$ cat config.mk
export PLATFORM = sky130hd
export DESIGN_NAME = imb_top
export DESIGN_NICKNAME = d
export VERILOG_FILES = /design/src/hdl/imb_pkg.sv /design/src/hdl/imb_flag_bank.sv /design/src/hdl/imb_top.sv
export VERILOG_INCLUDE_DIRS = /design/src /design/src/hdl
export SDC_FILE = /design/constraint.sdc
export NUM_CORES = 1
export LEC_CHECK = 0
export BUFFER_PORTS_ARGS = -buffer_cell sky130_fd_sc_hd__buf_2
export CAP_MARGIN = 20
export CORE_AREA = 2 2 184 186
export CTS_BUF_LIST = sky130_fd_sc_hd__clkbuf_8
export CTS_CLUSTER_DIAMETER = 30
export DETAILED_ROUTE_END_ITERATION = 12
export DIE_AREA = 0 0 186 188
export GPL_ROUTABILITY_DRIVEN = 0
export PLACE_DENSITY = 0.6
export SYNTH_ARGS = -nofsm -noshare
export SYNTH_HDL_FRONTEND = slang
export SYNTH_HIERARCHICAL = 1
export SYNTH_SLANG_ARGS = --single-unit
$ cat constraint.sdc
create_clock -name mclk -period 3.4 [get_ports mclk]
set_input_delay 0.68 -clock mclk [delete_from_list [all_inputs] [get_ports mclk]]
set_output_delay 0.68 -clock mclk [all_outputs]
set_load 0.03 [all_outputs]
$ cat src/hdl/imb_consts.svh
// constants of the interrupt mask bank: register indices, layouts, resets
// assumes inclusion by bare name from the design files of this block
`ifndef IMB_CONSTS_SVH
`define IMB_CONSTS_SVH

// ************************************************************
// register indices (byte address is four times the index)
// ************************************************************
`define IMB_IDX_S1 6'h19
`define IMB_IDX_S2 6'h1a
`define IMB_IDX_SUV 6'h1c
`define IMB_IDX_SOC 6'h1d
`define IMB_IDX_SGP 6'h1e
`define IMB_IDX_GRP 6'h20
`define IMB_IDX_M1 6'h21
`define IMB_IDX_M2 6'h22
`define IMB_IDX_UV 6'h24
`define IMB_IDX_OC 6'h25
`define IMB_IDX_GP 6'h26

// ************************************************************
// widths and reset values
// ************************************************************
`define IMB_WORD_W 16
`define IMB_FLAG_W 80
`define IMB_ALIGN_OK 2'b00
`define IMB_GRP_RST 16'h33ff
`define IMB_SRC_RST 16'h0000

// ************************************************************
// implemented bits of each register
// ************************************************************
`define IMB_IMPL_GRP 16'h33ff
`define IMB_IMPL_ONE 16'hfee7
`define IMB_IMPL_TWO 16'h35ff
`define IMB_IMPL_UV 16'h0f3f
`define IMB_IMPL_OC 16'h8000
`define IMB_IMPL_GP 16'h1fff

// ************************************************************
// source fields feeding each group
// ************************************************************
`define IMB_F_CHG 16'hfe07
`define IMB_F_RTC 16'h00e0
`define IMB_F_CS 16'h3000
`define IMB_F_USB 16'h0400
`define IMB_F_AUX 16'h01f0
`define IMB_F_SYS 16'h000f

// ************************************************************
// group bit positions
// ************************************************************
`define IMB_G_OC 13
`define IMB_G_UV 12
`define IMB_G_CS 9
`define IMB_G_EXT 8
`define IMB_G_AUD 7
`define IMB_G_GP 6
`define IMB_G_AUX 5
`define IMB_G_RTC 4
`define IMB_G_SYS 3
`define IMB_G_CHG 2
`define IMB_G_USB 1
`define IMB_G_WAKE 0

`endif

$ cat src/hdl/imb_pkg.sv
// types of the interrupt mask bank
// assumes nothing of its surroundings
package imb_pkg;
   // one register word
   typedef logic [15:0] imb_word_t;
   // register slots reached over the bus
   typedef enum logic [3:0] {
      IMB_NONE, IMB_GRP, IMB_M1, IMB_M2, IMB_MUV, IMB_MOC, IMB_MGP,
      IMB_S1, IMB_S2, IMB_SUV, IMB_SOC, IMB_SGP
   } imb_reg_e;
endpackage : imb_pkg

$ cat src/hdl/imb_flag_bank.sv
// sticky status flags: synchronise, catch rising edges, clear on request
// assumes event inputs come from outside the mclk domain
`timescale 1ns/1ps
`default_nettype none
`include "imb_consts.svh"

module imb_flag_bank #(
   parameter int W = `IMB_FLAG_W,
   parameter logic [W-1:0] IMPL = '1
) (
   input wire logic mclk,
   input wire logic rstn,
   input wire logic [W-1:0] evt_in,
   input wire logic [W-1:0] clr,
   output logic [W-1:0] flags
);

   // ************************************************************
   // elaboration check
   // ************************************************************
   generate
      if (W < 1) begin : g_bad_w
         $error("imb_flag_bank: W must be at least one");
      end
   endgenerate

   logic [W-1:0] sync1_r; // first stage, read by sync2 only
   logic [W-1:0] sync2_r; // synchronised level
   logic [W-1:0] prev_r; // level one cycle ago
   logic [W-1:0] flags_nxt;
   wire [W-1:0] rise_w = sync2_r & ~prev_r & IMPL;
   wire [W-1:0] clr_only_w = clr & ~rise_w; // clears not beaten by a set

   // set wins over clear in the same cycle
   assign flags_nxt = ((flags & ~clr) | rise_w) & IMPL;

   // synchroniser and edge history
   always_ff @(posedge mclk or negedge rstn) begin
      if (!rstn) begin
         sync1_r <= '0;
         sync2_r <= '0;
         prev_r <= '0;
      end else begin
         sync1_r <= evt_in;
         sync2_r <= sync1_r;
         prev_r <= sync2_r;
      end
   end

   // sticky flags
   always_ff @(posedge mclk or negedge rstn) begin
      if (!rstn) begin
         flags <= '0;
      end else begin
         flags <= flags_nxt;
      end
   end
endmodule : imb_flag_bank
`default_nettype wire

$ cat src/hdl/imb_top.sv
// interrupt mask bank: group and source masks, sticky status, irq output
// assumes an apb master on mclk; event inputs asynchronous to mclk;
// psm_reset is a one-cycle pulse from the power state machine on mclk
`timescale 1ns/1ps
`default_nettype none
`include "imb_consts.svh"

// Notes on behaviour
// - group mask holds twelve group bits
// - group mask bits reset to one
// - state machine reset restores all mask defaults
// - zero passes a source, one blocks it
// - source mask bits reset to zero
// - first source mask: charger, clock, battery bits
// - second source mask: sinks, limit, converter, thermal
// - undervoltage mask: four linear, six switching
// - overcurrent mask: single bit fifteen
// - pin mask: one bit per pin
// - flags latch on edge, clear on read
module imb_top #(
   parameter int ADDR_W = 8
) (
   input wire logic mclk,
   input wire logic rstn,
   input wire logic psel,
   input wire logic penable,
   input wire logic pwrite,
   input wire logic [ADDR_W-1:0] paddr,
   input wire logic [31:0] pwdata,
   input wire logic [3:0] pstrb,
   output logic pready,
   output logic [31:0] prdata,
   output logic pslverr,
   input wire logic [15:0] evt_status_one,
   input wire logic [15:0] evt_status_two,
   input wire logic [15:0] evt_undervolt,
   input wire logic [15:0] evt_overcurr,
   input wire logic [15:0] evt_pin,
   input wire logic ext_cmp_pend,
   input wire logic audio_pend,
   input wire logic wake_pend,
   input wire logic psm_reset,
   output logic irq
);

   // ************************************************************
   // elaboration check
   // ************************************************************
   generate
      if (ADDR_W < 8) begin : g_bad_addr
         $error("imb_top: ADDR_W must be at least eight");
      end
   endgenerate

   // ************************************************************
   // tables of mask and status slots
   // ************************************************************
   localparam int NMASK = 6; // group mask plus five source masks
   localparam int NSTAT = 5; // five status words
   localparam int WW = `IMB_WORD_W;

   // reset value per mask slot
   localparam imb_pkg::imb_word_t MASK_RST [NMASK] = '{
      `IMB_GRP_RST, `IMB_SRC_RST, `IMB_SRC_RST,
      `IMB_SRC_RST, `IMB_SRC_RST, `IMB_SRC_RST};
   // implemented bits per mask slot
   localparam imb_pkg::imb_word_t MASK_IMPL [NMASK] = '{
      `IMB_IMPL_GRP, `IMB_IMPL_ONE, `IMB_IMPL_TWO,
      `IMB_IMPL_UV, `IMB_IMPL_OC, `IMB_IMPL_GP};
   // slot code per mask register
   localparam imb_pkg::imb_reg_e MASK_SLOT [NMASK] = '{
      imb_pkg::IMB_GRP, imb_pkg::IMB_M1, imb_pkg::IMB_M2,
      imb_pkg::IMB_MUV, imb_pkg::IMB_MOC, imb_pkg::IMB_MGP};
   // slot code per status register
   localparam imb_pkg::imb_reg_e STAT_SLOT [NSTAT] = '{
      imb_pkg::IMB_S1, imb_pkg::IMB_S2, imb_pkg::IMB_SUV,
      imb_pkg::IMB_SOC, imb_pkg::IMB_SGP};
   // status bits that exist, packed low word first
   localparam logic [`IMB_FLAG_W-1:0] FLAG_IMPL = {
      `IMB_IMPL_GP, `IMB_IMPL_OC, `IMB_IMPL_UV,
      `IMB_IMPL_TWO, `IMB_IMPL_ONE};

   // ************************************************************
   // address decoding
   // ************************************************************
   // index to slot; misaligned or unknown gives none
   function automatic imb_pkg::imb_reg_e slot_of(
      input logic [5:0] idx,
      input logic [1:0] lsb
   );
      imb_pkg::imb_reg_e s;
      s = imb_pkg::IMB_NONE;
      if (lsb != `IMB_ALIGN_OK) begin
         s = imb_pkg::IMB_NONE;
      end else if (idx == `IMB_IDX_GRP) begin
         s = imb_pkg::IMB_GRP;
      end else if (idx == `IMB_IDX_M1) begin
         s = imb_pkg::IMB_M1;
      end else if (idx == `IMB_IDX_M2) begin
         s = imb_pkg::IMB_M2;
      end else if (idx == `IMB_IDX_UV) begin
         s = imb_pkg::IMB_MUV;
      end else if (idx == `IMB_IDX_OC) begin
         s = imb_pkg::IMB_MOC;
      end else if (idx == `IMB_IDX_GP) begin
         s = imb_pkg::IMB_MGP;
      end else if (idx == `IMB_IDX_S1) begin
         s = imb_pkg::IMB_S1;
      end else if (idx == `IMB_IDX_S2) begin
         s = imb_pkg::IMB_S2;
      end else if (idx == `IMB_IDX_SUV) begin
         s = imb_pkg::IMB_SUV;
      end else if (idx == `IMB_IDX_SOC) begin
         s = imb_pkg::IMB_SOC;
      end else if (idx == `IMB_IDX_SGP) begin
         s = imb_pkg::IMB_SGP;
      end
      return s;
   endfunction : slot_of

   // byte-lane merge of a write into a mask word
   function automatic imb_pkg::imb_word_t merge(
      input imb_pkg::imb_word_t old,
      input logic [15:0] wd,
      input logic [1:0] strb,
      input imb_pkg::imb_word_t impl
   );
      imb_pkg::imb_word_t v;
      v = old;
      if (strb[0]) begin
         v[7:0] = wd[7:0];
      end
      if (strb[1]) begin
         v[15:8] = wd[15:8];
      end
      return v & impl;
   endfunction : merge

   // decoded slot of the current bus address
   wire imb_pkg::imb_reg_e slot_w = slot_of(paddr[7:2], paddr[1:0]);
   wire unmapped_w = (slot_w == imb_pkg::IMB_NONE);
   wire setup_w = psel & ~penable; // setup phase
   wire acc_w = psel & penable; // access phase, always ready
   wire wr_acc_w = acc_w & pwrite; // write takes effect
   wire rd_acc_w = acc_w & ~pwrite; // read completes

   // no wait states; error only on unmapped access
   assign pready = 1'b1;
   assign pslverr = acc_w & unmapped_w;

   // ************************************************************
   // mask registers
   // ************************************************************
   imb_pkg::imb_word_t mask_r [NMASK]; // 0 group, 1..5 source masks
   imb_pkg::imb_word_t mask_nxt [NMASK];
   imb_pkg::imb_word_t rd_acc_or [NMASK+NSTAT+1]; // read mux chain
   logic [`IMB_FLAG_W-1:0] flags_w; // sticky flags from the bank
   logic [`IMB_FLAG_W-1:0] clr_w; // flags to clear on this read

   assign rd_acc_or[0] = '0;

   genvar k;
   generate
      for (k = 0; k < NMASK; k++) begin : g_mask
         wire sel_w = (slot_w == MASK_SLOT[k]);
         // state machine reset beats a write in the same cycle
         assign mask_nxt[k] = psm_reset ? MASK_RST[k] :
            (wr_acc_w & sel_w) ?
            merge(mask_r[k], pwdata[15:0], pstrb[1:0], MASK_IMPL[k]) :
            mask_r[k];
         // read term for this mask
         assign rd_acc_or[k+1] = rd_acc_or[k] |
            (sel_w ? mask_r[k] : '0);

         // mask flip-flops, defaults on reset
         always_ff @(posedge mclk or negedge rstn) begin
            if (!rstn) begin
               mask_r[k] <= MASK_RST[k];
            end else begin
               mask_r[k] <= mask_nxt[k];
            end
         end
      end

      for (k = 0; k < NSTAT; k++) begin : g_stat
         wire sel_w = (slot_w == STAT_SLOT[k]);
         // read term for this status word
         assign rd_acc_or[NMASK+k+1] = rd_acc_or[NMASK+k] |
            (sel_w ? flags_w[WW*k +: WW] : '0);
         // clear exactly the bits that were returned
         assign clr_w[WW*k +: WW] = (rd_acc_w & sel_w) ?
            prdata[WW-1:0] : '0;
      end
   endgenerate

   // word returned for the decoded slot; reserved bits read zero
   wire imb_pkg::imb_word_t rd_word_w = rd_acc_or[NMASK+NSTAT];

   // read data captured in the setup phase, held through access
   always_ff @(posedge mclk or negedge rstn) begin
      if (!rstn) begin
         prdata <= '0;
      end else if (setup_w) begin
         prdata <= {{(32-WW){1'b0}}, rd_word_w};
      end
   end

   // ************************************************************
   // sticky status flags
   // ************************************************************
   imb_flag_bank #(
      .W(`IMB_FLAG_W),
      .IMPL(FLAG_IMPL)
   ) u_flags (
      .mclk(mclk),
      .rstn(rstn),
      .evt_in({evt_pin, evt_overcurr, evt_undervolt, evt_status_two,
               evt_status_one}),
      .clr(clr_w),
      .flags(flags_w)
   );

   // ************************************************************
   // outside group pendings, synchronised
   // ************************************************************
   logic [2:0] ext_s1_r; // first stage, read by ext_s2_r only
   logic [2:0] ext_s2_r; // {wake, audio, ext comparator}

   // two-flop synchroniser
   always_ff @(posedge mclk or negedge rstn) begin
      if (!rstn) begin
         ext_s1_r <= '0;
         ext_s2_r <= '0;
      end else begin
         ext_s1_r <= {wake_pend, audio_pend, ext_cmp_pend};
         ext_s2_r <= ext_s1_r;
      end
   end

   // ************************************************************
   // masking and interrupt summary
   // ************************************************************
   // a mask bit of one blocks its flag; latching is not affected
   wire imb_pkg::imb_word_t live1_w = flags_w[0 +: WW] & ~mask_r[1];
   wire imb_pkg::imb_word_t live2_w = flags_w[WW +: WW] & ~mask_r[2];
   wire imb_pkg::imb_word_t liveuv_w = flags_w[2*WW +: WW] & ~mask_r[3];
   wire imb_pkg::imb_word_t liveoc_w = flags_w[3*WW +: WW] & ~mask_r[4];
   wire imb_pkg::imb_word_t livegp_w = flags_w[4*WW +: WW] & ~mask_r[5];

   // pending per group, before the group mask
   imb_pkg::imb_word_t grp_pend_w;
   always_comb begin
      grp_pend_w = '0;
      grp_pend_w[`IMB_G_CHG] = |(live1_w & `IMB_F_CHG);
      grp_pend_w[`IMB_G_RTC] = |(live1_w & `IMB_F_RTC);
      grp_pend_w[`IMB_G_CS] = |(live2_w & `IMB_F_CS);
      grp_pend_w[`IMB_G_USB] = |(live2_w & `IMB_F_USB);
      grp_pend_w[`IMB_G_AUX] = |(live2_w & `IMB_F_AUX);
      grp_pend_w[`IMB_G_SYS] = |(live2_w & `IMB_F_SYS);
      grp_pend_w[`IMB_G_UV] = |liveuv_w;
      grp_pend_w[`IMB_G_OC] = |liveoc_w;
      grp_pend_w[`IMB_G_GP] = |livegp_w;
      grp_pend_w[`IMB_G_EXT] = ext_s2_r[0];
      grp_pend_w[`IMB_G_AUD] = ext_s2_r[1];
      grp_pend_w[`IMB_G_WAKE] = ext_s2_r[2];
   end

   // both the source and its group must be unmasked
   wire irq_nxt = |(grp_pend_w & ~mask_r[0] & `IMB_IMPL_GRP);

   // registered level interrupt
   always_ff @(posedge mclk or negedge rstn) begin
      if (!rstn) begin
         irq <= 1'b0;
      end else begin
         irq <= irq_nxt;
      end
   end

   wire wr_full_w = wr_acc_w & (pstrb[1:0] == 2'b11) & ~psm_reset;
   // some group pending while the group mask is not fully closed
   wire any_open_w = (|grp_pend_w) & (mask_r[0] != `IMB_IMPL_GRP);
endmodule : imb_top
`default_nettype wire

==> implementation parameters <==
Parameter                              Value

Pwr
  Peak supply drop    approximately 270 uV
  Power density cells    576.1 nW/um^2
  Leakage power summed over all cells    6.875 nW

Clocking
  Clock tree from TritonCTS    done
  Resized cells post-CTS    0
  Clock transition at the registers of the reported paths    ~0.060 ns
  Clock latency reported for the late side of the worst-skew pair    0.59 ns
  Hold Buf Count CTS    0
  Clock buffer count from CTS    between 50 and 60
  Worst-case clock buffer depth    3
  Setup bufs post-CTS    0
  Sinks on the clock net    280
  H-tree levels    2
  Clock Tree Root    clkbuf_8

Flow run
  Number of max-cap violations    0

Hold path
  Path category of the worst min-delay check    in -> async

Worst setup path
  Most common cell type on the critical path    buf_2
  CP max stage cell    a21oi_1
  WP data required    around 2.7 ns
  Critical register-to-register path endpoint    irq
  Worst r2r src    mask_r[80]
  Highest fanout seen on the critical path    15
  Worst Path Arrival    2.39 ns
  Cell family contributing the most delay on the critical path    compound AO/OA/AOI/OAI gates
  Crit path buf inv count    2
  Register-to-register setup slack    1.06 ns
  Chain of cells forming the critical path    buf_2, and2b_1, o21ai_0, o21a_1, nand3_1, a21oi_1, buf_2
  Delay contributed by the slowest stage of the critical path    0.33 ns
  Kind of end point of the critical path    primary output
  Cells on worst reg2reg path    5
  Start-to-end type of the worst setup path    in -> out
  Crit path launch type    input port

Global route
  Total gr overflow    0
  Antenna violations before repair    0
  Global-route wire length before repair    just under 50 mm
  Largest net degree at the start of global routing    84
  Global Route Usage Sum    0.1801
  Via count of the first global-routing pass    between 8000 and 9000

STA
  Worst slew margin relative to its limit    0.4890
  Slew @ Worst Pin    0.7472 ns
  Unrepaired setup endpoints after global routing    no
  Setup ws final    around 0.33 ns
  Final setup fails    0
  Count of final max-slew check failures    0
  Crit share post-route    0.9036
  Setup clock skew after layout    0.01531 ns
  Total Neg Setup Slack    0 ns
  Highest clock frequency the design can meet    0.3255 GHz
  Final Critical Period    ~3.1 ns
  Count of final hold-check violations    0

Drt
  Detailed-router iteration count before antenna repair    6
  Top metal layer carrying routed signals    met4
  Length of routed wiring on met1    13.37 mm
  Final WL    between 30 and 40 mm
  Total via count in the routed design    between 8000 and 9000
  Initial drt markers    approximately 770
  Met2 wire length    about 14 mm
  Post-detailed-route count of antenna-violating nets    0
  Via count normalized by instance count    approximately 4.9
  Count of unresolved DRC violations after routing    0
  Post-DR wirelength/cell    around 18 microns
  DR WL met3    between 2 and 3 mm

Floorplan
  Count of standard-cell rows    67
  Die X    between 150 and 200 microns
  Core area    around 33000 sq um
  Starting utilization of the core area    0.3579
  Total die area    roughly 35000 sq um
  Boundary Pins    ~170
  Die Ht    around 190 microns

Placement
  Port buffer count    around 100
  Pre-CTS worst setup slack    around 0.37 ns
  Final HPWL DP    between 20 and 25 mm

Finish
  Final-stage net count    roughly 1300
  Antenna cell count    0
  Fraction of layout cells with a size suffix above 1    0.2685
  Number of filler instances in the final layout    between 3000 and 4000
  Area growth syn-to-layout    18.75%

Synthesis
  Ys Warns    6
  Number of instances in the synthesized netlist    roughly 1000
  Post-synthesis cell area    approximately 12000 sq um
  Avg Inst Size Synth    approximately 11 sq um

Run status
  Result of the run    finished clean
-- per-layer routing --
layer  vias to the layer above  GRT usage
li1                       3754          -
met4                         0    0.07692
met2                       373     0.2755
met1                      4086     0.2446
met5                         -          0
met3                        79    0.04253
-- sequential cells by signal (all words and copies together), names as in the netlist --
name	count
u_flags/flags	49
u_flags/sync1_r	49
mask_r	61
irq	1
prdata	16
u_flags/prev_r	49
u_flags/sync2_r	49
ext_s2_r	3
ext_s1_r	3
-- final cells by class --
class | count | area [sq um] | area share
flip-flops and latches | 280 | 7022 | 0.4990
multi-input cells | 574 | 3884 | 0.2760
clock buffers | 68 | 935.9 | 0.06651
repair buffers | 124 | 713.2 | 0.05068
well taps | 448 | 560.5 | 0.03983
inverters | 141 | 529.3 | 0.03761
clock inverters | 42 | 427.9 | 0.03041
-- placed cells by master, fill, tap and decap left out, types with 11 or more instances in the layout --
cell type and n:
a22oi_1 16, inv_1 148, nor2_1 43, buf_4 21, dfstp_2 12, nor2b_1 16
conb_1 48, buf_2 100, nand2_1 67, dfrtp_1 268, mux2_2 21, o22ai_1 15
and2_1 51, o22ai_2 49, nand3_1 37, a31oi_1 12, clkbuf_8 68, a21oi_1 45
mux2i_1 11, o21ai_0 25
-- power breakdown --
group	switching (mW)	total, mW	internal [mW]
clock network	1.57	3.97	2.40
logic	0.345	0.516	0.172
registers	0.124	3.62	3.49
total	2.04	8.11	6.07
-- how the worst max path moves through the flow --
stage / startpoint / end / slack (ns) / depth (start not counted)
after floorplan: paddr[3] / pslverr / 0.63 / 8
after global placement: paddr[2] / pslverr / 0.36 / 7
after detailed placement: paddr[2] / pslverr / 0.37 / 7
after CTS: paddr[2] / pslverr / 0.35 / 7
after global routing: paddr[2] / pslverr / 0.23 / 7
final: paddr[2] / pslverr / 0.33 / 7
-- stage by stage --
step                      std cells    util  hold WS [ns]  cell area [sq um]  power [mW]
final                          1677  0.4250       0.05831              14070       8.106
after global routing           1677  0.4250       0.07166              14070       8.457
after CTS                      1677  0.4250       0.05336              14070       8.209
after detailed placement       1567  0.3838        0.3347              12710       4.184
after global placement         1567  0.3838        0.3324              12710       4.176
after floorplan                1084       -        0.3312              12020       3.951
Note: power is estimated with default switching activity, not from simulation.
